**src/rtl/sps_pkg.sv**
```systemverilog
`default_nettype none
package sps_pkg;

   // ---------------------------------------------------------------
   // Timing
   // ---------------------------------------------------------------
   localparam int unsigned CLK_MHZ    = 250;
   localparam int unsigned TICK_US    = 1000;
   localparam int unsigned TICK_CYC   = TICK_US * CLK_MHZ;
   localparam int unsigned DEB_MS     = 20;
   localparam int unsigned LONG_S     = 3;
   localparam int unsigned LONG_MS    = LONG_S * 1000;
   localparam int unsigned BEEP_MS    = 100;
   localparam int unsigned GAP_MS     = 100;
   localparam int unsigned PAUSE_MS   = 400;
   localparam int unsigned FLASH_MS   = 100;
   localparam int unsigned BLINK_MS   = 500;
   localparam int unsigned PFLASH_MS  = 250;
   localparam int unsigned RESTART_MS = 1000;
   localparam int unsigned DUAL_MIN   = 30;
   localparam int unsigned DUAL_MS    = DUAL_MIN * 60 * 1000;

   // ---------------------------------------------------------------
   // Register map
   // ---------------------------------------------------------------
   localparam logic [7:0]  REG_CTRL   = 8'h00;
   localparam logic [7:0]  REG_TONE   = 8'h04;
   localparam logic [7:0]  REG_IDLE   = 8'h08;
   localparam logic [7:0]  REG_STAT   = 8'h0c;
   localparam logic [7:0]  REG_AUX    = 8'h10;
   localparam int unsigned CT_MODE    = 0;
   localparam int unsigned CT_BEEP    = 3;
   localparam int unsigned CT_COMM    = 4;
   localparam int unsigned CT_AUXEN   = 5;
   localparam int unsigned CT_AUXSL   = 6;
   localparam logic [6:0]  CTRL_RST   = 7'h08;
   localparam logic [2:0]  TONE_RST   = 3'h0;
   localparam logic [23:0] IDLE_RST   = 24'h0927c0;

   // ---------------------------------------------------------------
   // Encodings
   // ---------------------------------------------------------------
   localparam logic [2:0]  MODE_BLINK = 3'h0;
   localparam logic [2:0]  MODE_LOFF  = 3'h1;
   localparam logic [2:0]  MODE_LMOFF = 3'h2;
   localparam logic [2:0]  MODE_DUAL1 = 3'h3;
   localparam logic [2:0]  MODE_DUAL2 = 3'h4;
   localparam logic [2:0]  TN_SILENT  = 3'h7;
   localparam logic [3:0]  TN_HIGH    = 4'h8;
   localparam logic [3:0]  TN_LOW     = 4'h9;
   localparam logic [3:0]  TN_RAZZ    = 4'ha;

   typedef enum logic [1:0] {SYS_BOOT, SYS_RUN, SYS_ELEC} sps_sys_e;
   typedef enum logic [2:0] {PS_RUN, PS_BLINK, PS_LOFF, PS_LMOFF, PS_WAKE} sps_ps_e;
   typedef enum logic [2:0] {SQ_IDLE, SQ_BEEP, SQ_GAP, SQ_PAUSE, SQ_HI, SQ_LO} sps_sq_e;

   typedef struct packed {
      logic [7:0]  addr;
      logic [31:0] wdata;
      logic        wr;
      logic        rd;
   } sps_bus_s;

   typedef struct packed {
      logic decode_ok;
      logic prog_mode;
      logic comm_to;
      logic cfg_ok;
      logic laser_flt;
      logic motor_flt;
      logic elec_flt;
      logic nv_flt;
   } sps_evt_s;

   typedef struct packed {
      logic       laser_on;
      logic       motor_on;
      logic       led_red;
      logic       led_green;
      logic       bp_on;
      logic [3:0] bp_tone;
   } sps_ind_s;

   typedef struct packed {
      sps_sq_e    ph;
      logic [2:0] n;
      logic [1:0] g2;
      logic       tail;
      logic       cont;
      logic [3:0] tone;
      logic [9:0] ms;
   } sps_seq_s;

   typedef struct packed {
      sps_sys_e    sys;
      sps_ps_e     ps;
      sps_seq_s    seq;
      logic [6:0]  ctrl;
      logic [2:0]  tone;
      logic [23:0] idle_lim;
      logic [17:0] tick;
      logic [23:0] idle;
      logic [20:0] dual;
      logic [9:0]  wake;
      logic        btn_st;
      logic [4:0]  deb;
      logic [11:0] btn_ms;
      logic        btn_long;
      logic        btn_wk;
      logic [6:0]  red_ms;
      logic        boot_red;
      logic [8:0]  blink_ms;
      logic        blink;
      logic [7:0]  pf_ms;
      logic        pf;
      logic        prog_d;
      logic        lflt;
      logic        mflt;
      logic [7:0]  aux_byte;
      logic        aux_vld;
      logic [31:0] rdata;
      sps_ind_s    ind;
      logic        aux_cts;
   } sps_st_s;

endpackage
`default_nettype wire

```
**src/rtl/sps_ctrl.sv**
```systemverilog
// Contract
// - Five selectable power-save modes; blink mode after reset.
// - Blink mode toggles laser after idle timeout; a decode ends it.
// - Laser-off mode keeps motor spinning; button press restores scanning.
// - Laser-and-motor-off mode stops both; wake includes motor restart delay.
// - Dual mode one blinks, then stops laser and motor after thirty minutes.
// - Dual mode two turns laser off, then motor off after thirty minutes.
// - Short press advances tone, beeps, pauses, beeps twice more.
// - Long press enters laser-and-motor-off; button enters no other mode.
// - Any press during power save returns to normal scanning.
// - Eight tone settings: normal, six alternates and silent.
// - Power up: green on, one beep, red on for the beep.
// - Decode flashes red and beeps once when beeping is enabled.
// - Program mode entry and exit give three beeps; LEDs flash inside.
// - Optional three beeps on host communication timeout while scanning.
// - Config accepted: three beeps, pause, high tone then low tone.
// - Laser fault: green flashes and one error tone.
// - Motor fault: both LEDs flash and two error tones.
// - Electronics fault at power up: continuous error tone, LEDs dark.
// - Configuration storage fault at power up gives three beeps.
// - Green lit while laser active, held on during blinking.
// - Aux data accepted only when aux input enabled for slave format.
//
// Local design decisions: the address-and-strobe port and the register offsets.
`default_nettype none
module sps_ctrl #(
   parameter int unsigned TICK_CYC = sps_pkg::TICK_CYC
) (
   input  wire logic             clk_sys,
   input  wire logic             rstn,
   input  wire sps_pkg::sps_bus_s bus,
   output logic [31:0]           rdata,
   input  wire sps_pkg::sps_evt_s evt,
   input  wire logic             btn,
   input  wire logic             aux_rx_vld,
   input  wire logic [7:0]       aux_rx_byte,
   input  wire logic             aux_rts,
   output logic                  aux_cts,
   output sps_pkg::sps_ind_s     ind
);
   import sps_pkg::*;

   sps_st_s st_ff;
   sps_st_s nxt_st;

   // ---------------------------------------------------------------
   // Sequence launcher
   // ---------------------------------------------------------------
   function automatic sps_seq_s seq_go(input logic [2:0] n, input logic [1:0] g2,
                                       input logic tail, input logic [3:0] tn);
      sps_seq_s s;
      s.ph   = SQ_BEEP;
      s.n    = n;
      s.g2   = g2;
      s.tail = tail;
      s.cont = 1'b0;
      s.tone = tn;
      s.ms   = 10'h000;
      return s;
   endfunction

   logic        tick;
   logic        press;
   logic        release_ev;
   logic        aux_ok;
   logic        in_ps;
   logic [9:0]  sq_dur;
   logic [2:0]  mode;
   logic [3:0]  utone;

   // ---------------------------------------------------------------
   // Next state
   // ---------------------------------------------------------------
   always_comb
   begin
      nxt_st     = st_ff;
      tick       = (st_ff.tick == 18'(TICK_CYC - 1));
      nxt_st.tick = tick ? 18'h00000 : st_ff.tick + 18'h00001;
      mode       = st_ff.ctrl[CT_MODE +: 3];
      utone      = {1'b0, st_ff.tone};
      in_ps      = (st_ff.ps != PS_RUN);
      press      = 1'b0;
      release_ev = 1'b0;
      aux_ok     = aux_rx_vld && aux_rts && st_ff.aux_cts;

      // Debounce: level must stay changed for a full window
      if (btn == st_ff.btn_st)
         nxt_st.deb = 5'h00;
      else if (tick)
      begin
         if (st_ff.deb == 5'(DEB_MS - 1))
         begin
            nxt_st.deb    = 5'h00;
            nxt_st.btn_st = btn;
            press         = btn;
            release_ev    = ~btn;
         end
         else
            nxt_st.deb = st_ff.deb + 5'h01;
      end

      // Bus writes
      if (bus.wr)
      begin
         case (bus.addr)
            REG_CTRL: nxt_st.ctrl     = bus.wdata[6:0];
            REG_TONE: nxt_st.tone     = bus.wdata[2:0];
            REG_IDLE: nxt_st.idle_lim = bus.wdata[23:0];
            default:  ;
         endcase
      end

      // Sequencer timing
      case (st_ff.seq.ph)
         SQ_GAP:   sq_dur = 10'(GAP_MS - 1);
         SQ_PAUSE: sq_dur = 10'(PAUSE_MS - 1);
         default:  sq_dur = 10'(BEEP_MS - 1);
      endcase
      if (tick && st_ff.seq.ph != SQ_IDLE)
      begin
         nxt_st.seq.ms = st_ff.seq.ms + 10'h001;
         if (st_ff.seq.ms == sq_dur)
         begin
            nxt_st.seq.ms = 10'h000;
            case (st_ff.seq.ph)
               SQ_BEEP:
                  if (st_ff.seq.cont)
                     nxt_st.seq.ph = SQ_BEEP;
                  else if (st_ff.seq.n > 3'h1)
                  begin
                     nxt_st.seq.ph = SQ_GAP;
                     nxt_st.seq.n  = st_ff.seq.n - 3'h1;
                  end
                  else if (st_ff.seq.g2 != 2'h0 || st_ff.seq.tail)
                     nxt_st.seq.ph = SQ_PAUSE;
                  else
                     nxt_st.seq.ph = SQ_IDLE;
               SQ_GAP:   nxt_st.seq.ph = SQ_BEEP;
               SQ_PAUSE:
                  if (st_ff.seq.tail)
                  begin
                     nxt_st.seq.ph   = SQ_HI;
                     nxt_st.seq.tail = 1'b0;
                  end
                  else
                  begin
                     nxt_st.seq.ph = SQ_BEEP;
                     nxt_st.seq.n  = {1'b0, st_ff.seq.g2};
                     nxt_st.seq.g2 = 2'h0;
                  end
               SQ_HI:    nxt_st.seq.ph = SQ_LO;
               default:  nxt_st.seq.ph = SQ_IDLE;
            endcase
         end
      end

      // Free-running flash and blink phases
      if (tick)
      begin
         nxt_st.pf_ms = st_ff.pf_ms + 8'h01;
         if (st_ff.pf_ms == 8'(PFLASH_MS - 1))
         begin
            nxt_st.pf_ms = 8'h00;
            nxt_st.pf    = ~st_ff.pf;
         end
         nxt_st.blink_ms = st_ff.blink_ms + 9'h001;
         if (st_ff.blink_ms == 9'(BLINK_MS - 1))
         begin
            nxt_st.blink_ms = 9'h000;
            nxt_st.blink    = ~st_ff.blink;
         end
         if (st_ff.red_ms != 7'h00)
            nxt_st.red_ms = st_ff.red_ms - 7'h01;
      end

      case (st_ff.sys)
         SYS_BOOT:
         begin
            // Power-up self-check result picks the first sequence
            if (evt.elec_flt)
            begin
               nxt_st.sys      = SYS_ELEC;
               nxt_st.seq      = seq_go(3'h1, 2'h0, 1'b0, TN_RAZZ);
               nxt_st.seq.cont = 1'b1;
            end
            else
            begin
               nxt_st.sys      = SYS_RUN;
               nxt_st.boot_red = 1'b1;
               if (evt.nv_flt)
                  nxt_st.seq = seq_go(3'h3, 2'h0, 1'b0, utone);
               else
                  nxt_st.seq = seq_go(3'h1, 2'h0, 1'b0, utone);
            end
         end
         SYS_RUN:
         begin
            if (st_ff.seq.ph == SQ_IDLE)
               nxt_st.boot_red = 1'b0;

            // Button press timing
            if (press)
            begin
               nxt_st.btn_ms   = 12'h000;
               nxt_st.btn_long = 1'b0;
               nxt_st.btn_wk   = in_ps;
               nxt_st.idle     = 24'h000000;
               if (st_ff.ps == PS_LMOFF)
               begin
                  nxt_st.ps   = PS_WAKE;
                  nxt_st.wake = 10'h000;
               end
               else if (in_ps && st_ff.ps != PS_WAKE)
                  nxt_st.ps = PS_RUN;
            end
            else if (st_ff.btn_st && tick && !st_ff.btn_long && !st_ff.btn_wk)
            begin
               nxt_st.btn_ms = st_ff.btn_ms + 12'h001;
               if (st_ff.btn_ms == 12'(LONG_MS - 1))
               begin
                  nxt_st.btn_long = 1'b1;
                  nxt_st.ps       = PS_LMOFF;
               end
            end
            if (release_ev && !st_ff.btn_long && !st_ff.btn_wk)
            begin
               nxt_st.tone = st_ff.tone + 3'h1;
               nxt_st.seq  = seq_go(3'h1, 2'h2, 1'b0, {1'b0, st_ff.tone + 3'h1});
            end

            // Inactivity and power-save progression
            if (st_ff.ps == PS_RUN && !press)
            begin
               if (evt.decode_ok || aux_ok)
                  nxt_st.idle = 24'h000000;
               else if (tick)
                  nxt_st.idle = st_ff.idle + 24'h000001;
               if (st_ff.idle_lim != 24'h000000 && st_ff.idle >= st_ff.idle_lim)
               begin
                  nxt_st.dual = 21'h000000;
                  nxt_st.idle = 24'h000000;
                  case (mode)
                     MODE_LOFF, MODE_DUAL2: nxt_st.ps = PS_LOFF;
                     MODE_LMOFF:            nxt_st.ps = PS_LMOFF;
                     default:               nxt_st.ps = PS_BLINK;
                  endcase
               end
            end
            else if (!press && tick)
            begin
               nxt_st.dual = st_ff.dual + 21'h000001;
               if (st_ff.dual == 21'(DUAL_MS - 1))
               begin
                  nxt_st.dual = 21'h000000;
                  if (st_ff.ps == PS_BLINK && mode == MODE_DUAL1)
                     nxt_st.ps = PS_LMOFF;
                  if (st_ff.ps == PS_LOFF && mode == MODE_DUAL2)
                     nxt_st.ps = PS_LMOFF;
               end
               if (st_ff.ps == PS_WAKE)
               begin
                  nxt_st.wake = st_ff.wake + 10'h001;
                  if (st_ff.wake == 10'(RESTART_MS - 1))
                     nxt_st.ps = PS_RUN;
               end
            end
            if (st_ff.ps == PS_BLINK && evt.decode_ok && !press)
               nxt_st.ps = PS_RUN;

            // Indicator events, later ones take the beeper over
            if (evt.decode_ok && (st_ff.ps == PS_RUN || st_ff.ps == PS_BLINK))
            begin
               nxt_st.red_ms = 7'(FLASH_MS);
               if (st_ff.ctrl[CT_BEEP])
                  nxt_st.seq = seq_go(3'h1, 2'h0, 1'b0, utone);
            end
            if (evt.comm_to && st_ff.ctrl[CT_COMM] && st_ff.ps == PS_RUN)
               nxt_st.seq = seq_go(3'h3, 2'h0, 1'b0, utone);
            if (evt.cfg_ok)
               nxt_st.seq = seq_go(3'h3, 2'h0, 1'b1, utone);
            nxt_st.prog_d = evt.prog_mode;
            if (evt.prog_mode != st_ff.prog_d)
               nxt_st.seq = seq_go(3'h3, 2'h0, 1'b0, utone);
            if (evt.laser_flt)
            begin
               nxt_st.lflt = 1'b1;
               nxt_st.seq  = seq_go(3'h1, 2'h0, 1'b0, TN_RAZZ);
            end
            if (evt.motor_flt)
            begin
               nxt_st.mflt = 1'b1;
               nxt_st.seq  = seq_go(3'h2, 2'h0, 1'b0, TN_RAZZ);
            end
         end
         SYS_ELEC: ;
         default: nxt_st.sys = SYS_BOOT;
      endcase

      // Auxiliary input: slave-formatted data only when enabled
      nxt_st.aux_cts = st_ff.ctrl[CT_AUXEN] && st_ff.ctrl[CT_AUXSL]
                       && st_ff.sys == SYS_RUN;
      if (bus.rd && bus.addr == REG_AUX)
         nxt_st.aux_vld = 1'b0;
      if (aux_ok)
      begin
         nxt_st.aux_byte = aux_rx_byte;
         nxt_st.aux_vld  = 1'b1;
      end

      // Read data stands only in the cycle after the strobe
      nxt_st.rdata = 32'h00000000;
      if (bus.rd)
      begin
         case (bus.addr)
            REG_CTRL: nxt_st.rdata = {25'h0000000, st_ff.ctrl};
            REG_TONE: nxt_st.rdata = {29'h00000000, st_ff.tone};
            REG_IDLE: nxt_st.rdata = {8'h00, st_ff.idle_lim};
            REG_STAT: nxt_st.rdata = {21'h000000, st_ff.mflt, st_ff.lflt, st_ff.prog_d,
                                      st_ff.ind.motor_on, st_ff.ind.laser_on,
                                      st_ff.ps, st_ff.sys, st_ff.btn_st};
            REG_AUX:  nxt_st.rdata = {23'h000000, st_ff.aux_vld, st_ff.aux_byte};
            default:  nxt_st.rdata = 32'h00000000;
         endcase
      end

      // ---------------------------------------------------------------
      // Indicator drive
      // ---------------------------------------------------------------
      // Outputs lag the state by one cycle so every pin leaves a flop
      nxt_st.ind.laser_on = st_ff.sys == SYS_RUN && (st_ff.ps == PS_RUN
                            || (st_ff.ps == PS_BLINK && st_ff.blink));
      nxt_st.ind.motor_on = st_ff.sys == SYS_RUN && st_ff.ps != PS_LMOFF;
      nxt_st.ind.led_green = st_ff.sys == SYS_RUN && (st_ff.ps == PS_RUN
                             || st_ff.ps == PS_BLINK);
      nxt_st.ind.led_red = st_ff.boot_red || st_ff.red_ms != 7'h00;
      if (st_ff.prog_d || st_ff.mflt)
      begin
         nxt_st.ind.led_green = st_ff.pf;
         nxt_st.ind.led_red   = st_ff.pf;
      end
      else if (st_ff.lflt)
         nxt_st.ind.led_green = st_ff.pf;
      if (st_ff.sys != SYS_RUN)
      begin
         nxt_st.ind.led_green = 1'b0;
         nxt_st.ind.led_red   = 1'b0;
      end
      nxt_st.ind.bp_tone = st_ff.seq.ph == SQ_HI ? TN_HIGH :
                           st_ff.seq.ph == SQ_LO ? TN_LOW : st_ff.seq.tone;
      // Silent setting keeps the timing but mutes the driver
      nxt_st.ind.bp_on = (st_ff.seq.ph == SQ_BEEP || st_ff.seq.ph == SQ_HI
                         || st_ff.seq.ph == SQ_LO)
                         && st_ff.seq.tone != {1'b0, TN_SILENT};
   end

   // ---------------------------------------------------------------
   // State register
   // ---------------------------------------------------------------
   always_ff @(posedge clk_sys or negedge rstn)
   begin
      if (!rstn)
      begin
         st_ff          <= '0;
         st_ff.sys      <= SYS_BOOT;
         st_ff.ps       <= PS_RUN;
         st_ff.seq.ph   <= SQ_IDLE;
         st_ff.ctrl     <= CTRL_RST;
         st_ff.tone     <= TONE_RST;
         st_ff.idle_lim <= IDLE_RST;
      end
      else
         st_ff <= nxt_st;
   end

   assign rdata   = st_ff.rdata;
   assign aux_cts = st_ff.aux_cts;
   assign ind     = st_ff.ind;

endmodule // sps_ctrl
`default_nettype wire

```
**config.mk**
```make
export PLATFORM = sky130hd
export DESIGN_NAME = sps_ctrl
export DESIGN_NICKNAME = d
export VERILOG_FILES = /design/src/rtl/sps_pkg.sv /design/src/rtl/sps_ctrl.sv
export SDC_FILE = /design/constraint.sdc
export NUM_CORES = 1
export LEC_CHECK = 0
export BUFFER_PORTS_ARGS = -buffer_cell sky130_fd_sc_hd__buf_4
export CAP_MARGIN = 40
export CORE_MARGIN = 8
export CORE_UTILIZATION = 61
export CTS_CLUSTER_SIZE = 20
export DETAILED_ROUTE_END_ITERATION = 10
export PLACE_DENSITY = 0.77
export RECOVER_POWER = 50
export SYNTH_ARGS = -nofsm -noshare
export SYNTH_HDL_FRONTEND = slang
export SYNTH_SLANG_ARGS = --single-unit
```
**constraint.sdc**
```tcl
create_clock -name clk_sys -period 3.1 [get_ports clk_sys]
set_input_delay 0.155 -clock clk_sys [delete_from_list [all_inputs] [get_ports clk_sys]]
set_output_delay 0.155 -clock clk_sys [all_outputs]
set_load 0.01 [all_outputs]
```
==> summary.txt <==
Peak supply drop = 0.000401 V
Unrepaired setup endpoints after global routing = no
Final std cell area, no fill = 14600 um2
Internal Pwr Total = 4950 uW
Total Neg Setup Slack = 0 ps
Mapped Avg Cell Area = 9.35 um2
Placed Instance Area = 13500 um2
Sequential-to-total area share from yosys stat = 0.454
Effective utilization at floorplan = 0.624
Distinct cells, synth = 80
Longest Clk Path Bufs = 3
Final setup viols = 0
Max-cap viol count = 1
Leak Pwr = 0.00638 uW
Clock transition at path regs = 70 ps
Switching power share of the total = 0.226
Number of filler cells placed in the layout = 1545
CTS Root Buffer Type = sky130_fd_sc_hd__clkbuf_16
Initial antenna violation count = 0
EDFF count, synth = 0
Number of cells traversed by the worst register-to-register path = 6
Cells taking the most area after synthesis = sky130_fd_sc_hd__dfrtp_1, sky130_fd_sc_hd__nand2_1, sky130_fd_sc_hd__mux2_2
Synth Register Bits = 229
Proportion of power drawn by flip-flops and latches = 0.476
Leading cell types in the layout, fill and taps excluded = sky130_fd_sc_hd__dfrtp_1, sky130_fd_sc_hd__nand2_1, sky130_fd_sc_hd__nor2_1, sky130_fd_sc_hd__buf_4, sky130_fd_sc_hd__nand3_1
Initial DRC Count = 929
Die extent in y = 160 um
Final-report max-slew violation count = 107
Critical Setup Path Class = reg -> reg
Placeable core area = 20300 um2
Clock share of power = 0.463
Arrival time worst endpoint = 3230 ps
Post-placement cell count = 1662
IO Pins = 105
RePlAce Congestion = 0.854
Skew final = 12.5 ps
Kind of start point of the critical path = register
Number of levels in the clock H-tree = 1
Cell taking the most area after synthesis = sky130_fd_sc_hd__dfrtp_1
Post-route clock period utilization = 0.929
Fraction of synthesized cell area taken by the top area cell type = 0.435
Power density of the placed cells = 440 nW/um2
Hold Path Origin = evt[7]
Wire length of the first global-routing pass = 54500 um
Tightest Pin Transition = 2540 ps
R2r startpoint = st_ff[161]
Headroom to the max-slew limit = -0.693
Detailed Route WL = 32900 um
Setup repair bufs after CTS = 0
Clock latency of the later-clocked register in the worst-skew pair = 520 ps
Element type at the critical path end = register
Count of clock tree sinks = 229
Count of buffers inserted at the top-level ports = 88
Remaining Overflow, GRT = 0
Crit path required time = 3450 ps
Post-CTS Resized = 0
CTS tree = built
Violated checks = capacitance limit, slew limit
Clock buffers created by TritonCTS = 25
Final hold vios = 0
Antenna Violating Nets Remaining = 0
Prevailing post-synth register cell = sky130_fd_sc_hd__dfrtp_1
Status = finished with violations
Final layout net count = 1563
Hold/Removal Path Class = in -> reg
Number of placement rows = 52
Final min period = 2880 ps
Routed via count = 10847
Fraction of layout cells with a size suffix above 1 = 0.139
Pin count of the biggest net entering global routing = 108
Max Clock Freq = 347 MHz
Post-DP HPWL = 22200 um
Total Die Area = 25600 um2
DRC Markers = 0
Avg WL per Cell = 18.9 um
Global router's overall resource usage = 0.253
Fraction of synthesis flops using an asynchronous set or reset pin = 1.00
Highest net fanout along the worst path = 17
Antenna cell count = 0
Post-route non-filler standard cell count = 1743
Endpoint of the most critical register-to-register path = st_ff[118]
End point of the critical path = st_ff[118]
Commonest non-fill, non-tap cell in the layout = sky130_fd_sc_hd__dfrtp_1
Vias in the first global route = 10763
Total power consumption of the routed design = 6400 uW
Synthesized instance count = 1353
Number of synthesis warnings = 0
Launching instance or port of the critical path = st_ff[161]
Area Overhead vs Synth = 15.0%
Die extent in x = 160 um
Number of detailed-routing iterations run before antenna repair = 6
Detail-routed via count per cell = 6.22
Switching power = 1450 uW
Worst setup slack for register-to-register paths = 220 ps
Comb power frac = 0.061
Area of the mapped netlist = 12700 um2
-- area by class of cell --
cell class / instances / area, um2 / area share
repair buffers: 167 / 1250 / 0.0858
multi-input cells: 988 / 6240 / 0.429
clock buffers: 35 / 723 / 0.0497
well taps: 270 / 338 / 0.0232
inverters: 49 / 184 / 0.0126
flip-flops and latches: 229 / 5740 / 0.394
clock inverters: 5 / 77.6 / 0.00533
-- timing repair --
action                                  4_1_cts  5_1_grt
hold buffers                                 41        0
hold endpoints to repair                    153        0
endpoints found under the setup margin        0        0
-- kinds of logic (layout without fill, tap and decap cells) --
family / count (synthesis) / in the layout / synth area share
and+or+nand+nor: 576 / 576 / 0.236
adders and majority gates: 40 / 40 / 0.0395
xor gates and xnor gates: 49 / 49 / 0.0339
muxes: 54 / 54 / 0.0474
buffers and inverters: 143 / 256 / 0.0558
AOI/OAI and AO/OA: 261 / 261 / 0.134
DFF: 229 / 229 / 0.454
other: 1 / 8 / 0.000296
-- how the worst min path moves through the flow --
stage	to	slack [ps]	cells past startpoint
floorplan	aux_cts	-140	0
global placement	st_ff[68]	270	1
detailed placement	st_ff[68]	280	1
CTS	st_ff[223]	40	4
global route	st_ff[223]	50	4
finish	st_ff[79]	60	3
-- synth_stat cells (all sizes together), types with 5 or more instances --
cell type / instances
and2: 34
dfstp: 9
mux2i: 7
xnor2: 26
a32oi: 7
o211ai: 8
nand2: 143
and3: 34
o21ai: 73
and4: 7
clkbuf: 41
a21oi: 55
a22oi: 8
or2: 5
nand3b: 5
nor3: 38
nand2b: 14
nand3: 76
a31oi: 39
dfrtp: 220
nor2b: 8
or3: 17
or4: 5
ha: 40
a211oi: 6
nor4: 20
nor3b: 7
nor2: 102
nand4: 45
xor2: 23
inv: 49
buf: 53
mux2: 47
o31ai: 13
-- power groups by stage --
stage               clock, uW  combinational [uW]  sequential [uW]
floorplan                   0                 165             3090
global placement            0                 334             3100
detailed placement          0                 342             3100
CTS                      2980                 387             3050
global route             3110                 429             3050
finish                   2960                 387             3050
-- critical path, cell delays in order, from the launching register on --
cell and delay (ps):
sky130_fd_sc_hd__dfrtp_1 440, sky130_fd_sc_hd__or4b_4 560, sky130_fd_sc_hd__or3_4 390, sky130_fd_sc_hd__nor2_1 210, sky130_fd_sc_hd__o211ai_1 210, sky130_fd_sc_hd__a21oi_2 680
sky130_fd_sc_hd__a31oi_1 210
-- flip-flops by register name (all words and copies together) (netlist names) --
| signal | count |
|---|---|
| rdata | 24 |
| st_ff | 192 |
| aux_cts | 1 |
| ind | 9 |
| mode | 3 |
-- through the flow --
step           setup slack, ps  hold slack [ps]  utilization
2_1_floorplan              537             -141            -
3_3_place_gp               408              272        0.665
3_5_place_dp               304              280        0.665
4_1_cts                    253             44.7        0.725
5_1_grt                   38.3             50.7        0.717
6_report                   220             59.4        0.717
-- metal layers --
| metal | wire [um] | GRT usage |
|---|---|---|
| met2 | 16500 | 0.441 |
| met3 | 1710 | 0.0375 |
| met1 | 13600 | 0.315 |
| met4 | 1100 | 0.0879 |
| met5 | 0 | 0 |
Note: power is estimated with default switching activity, not from simulation.
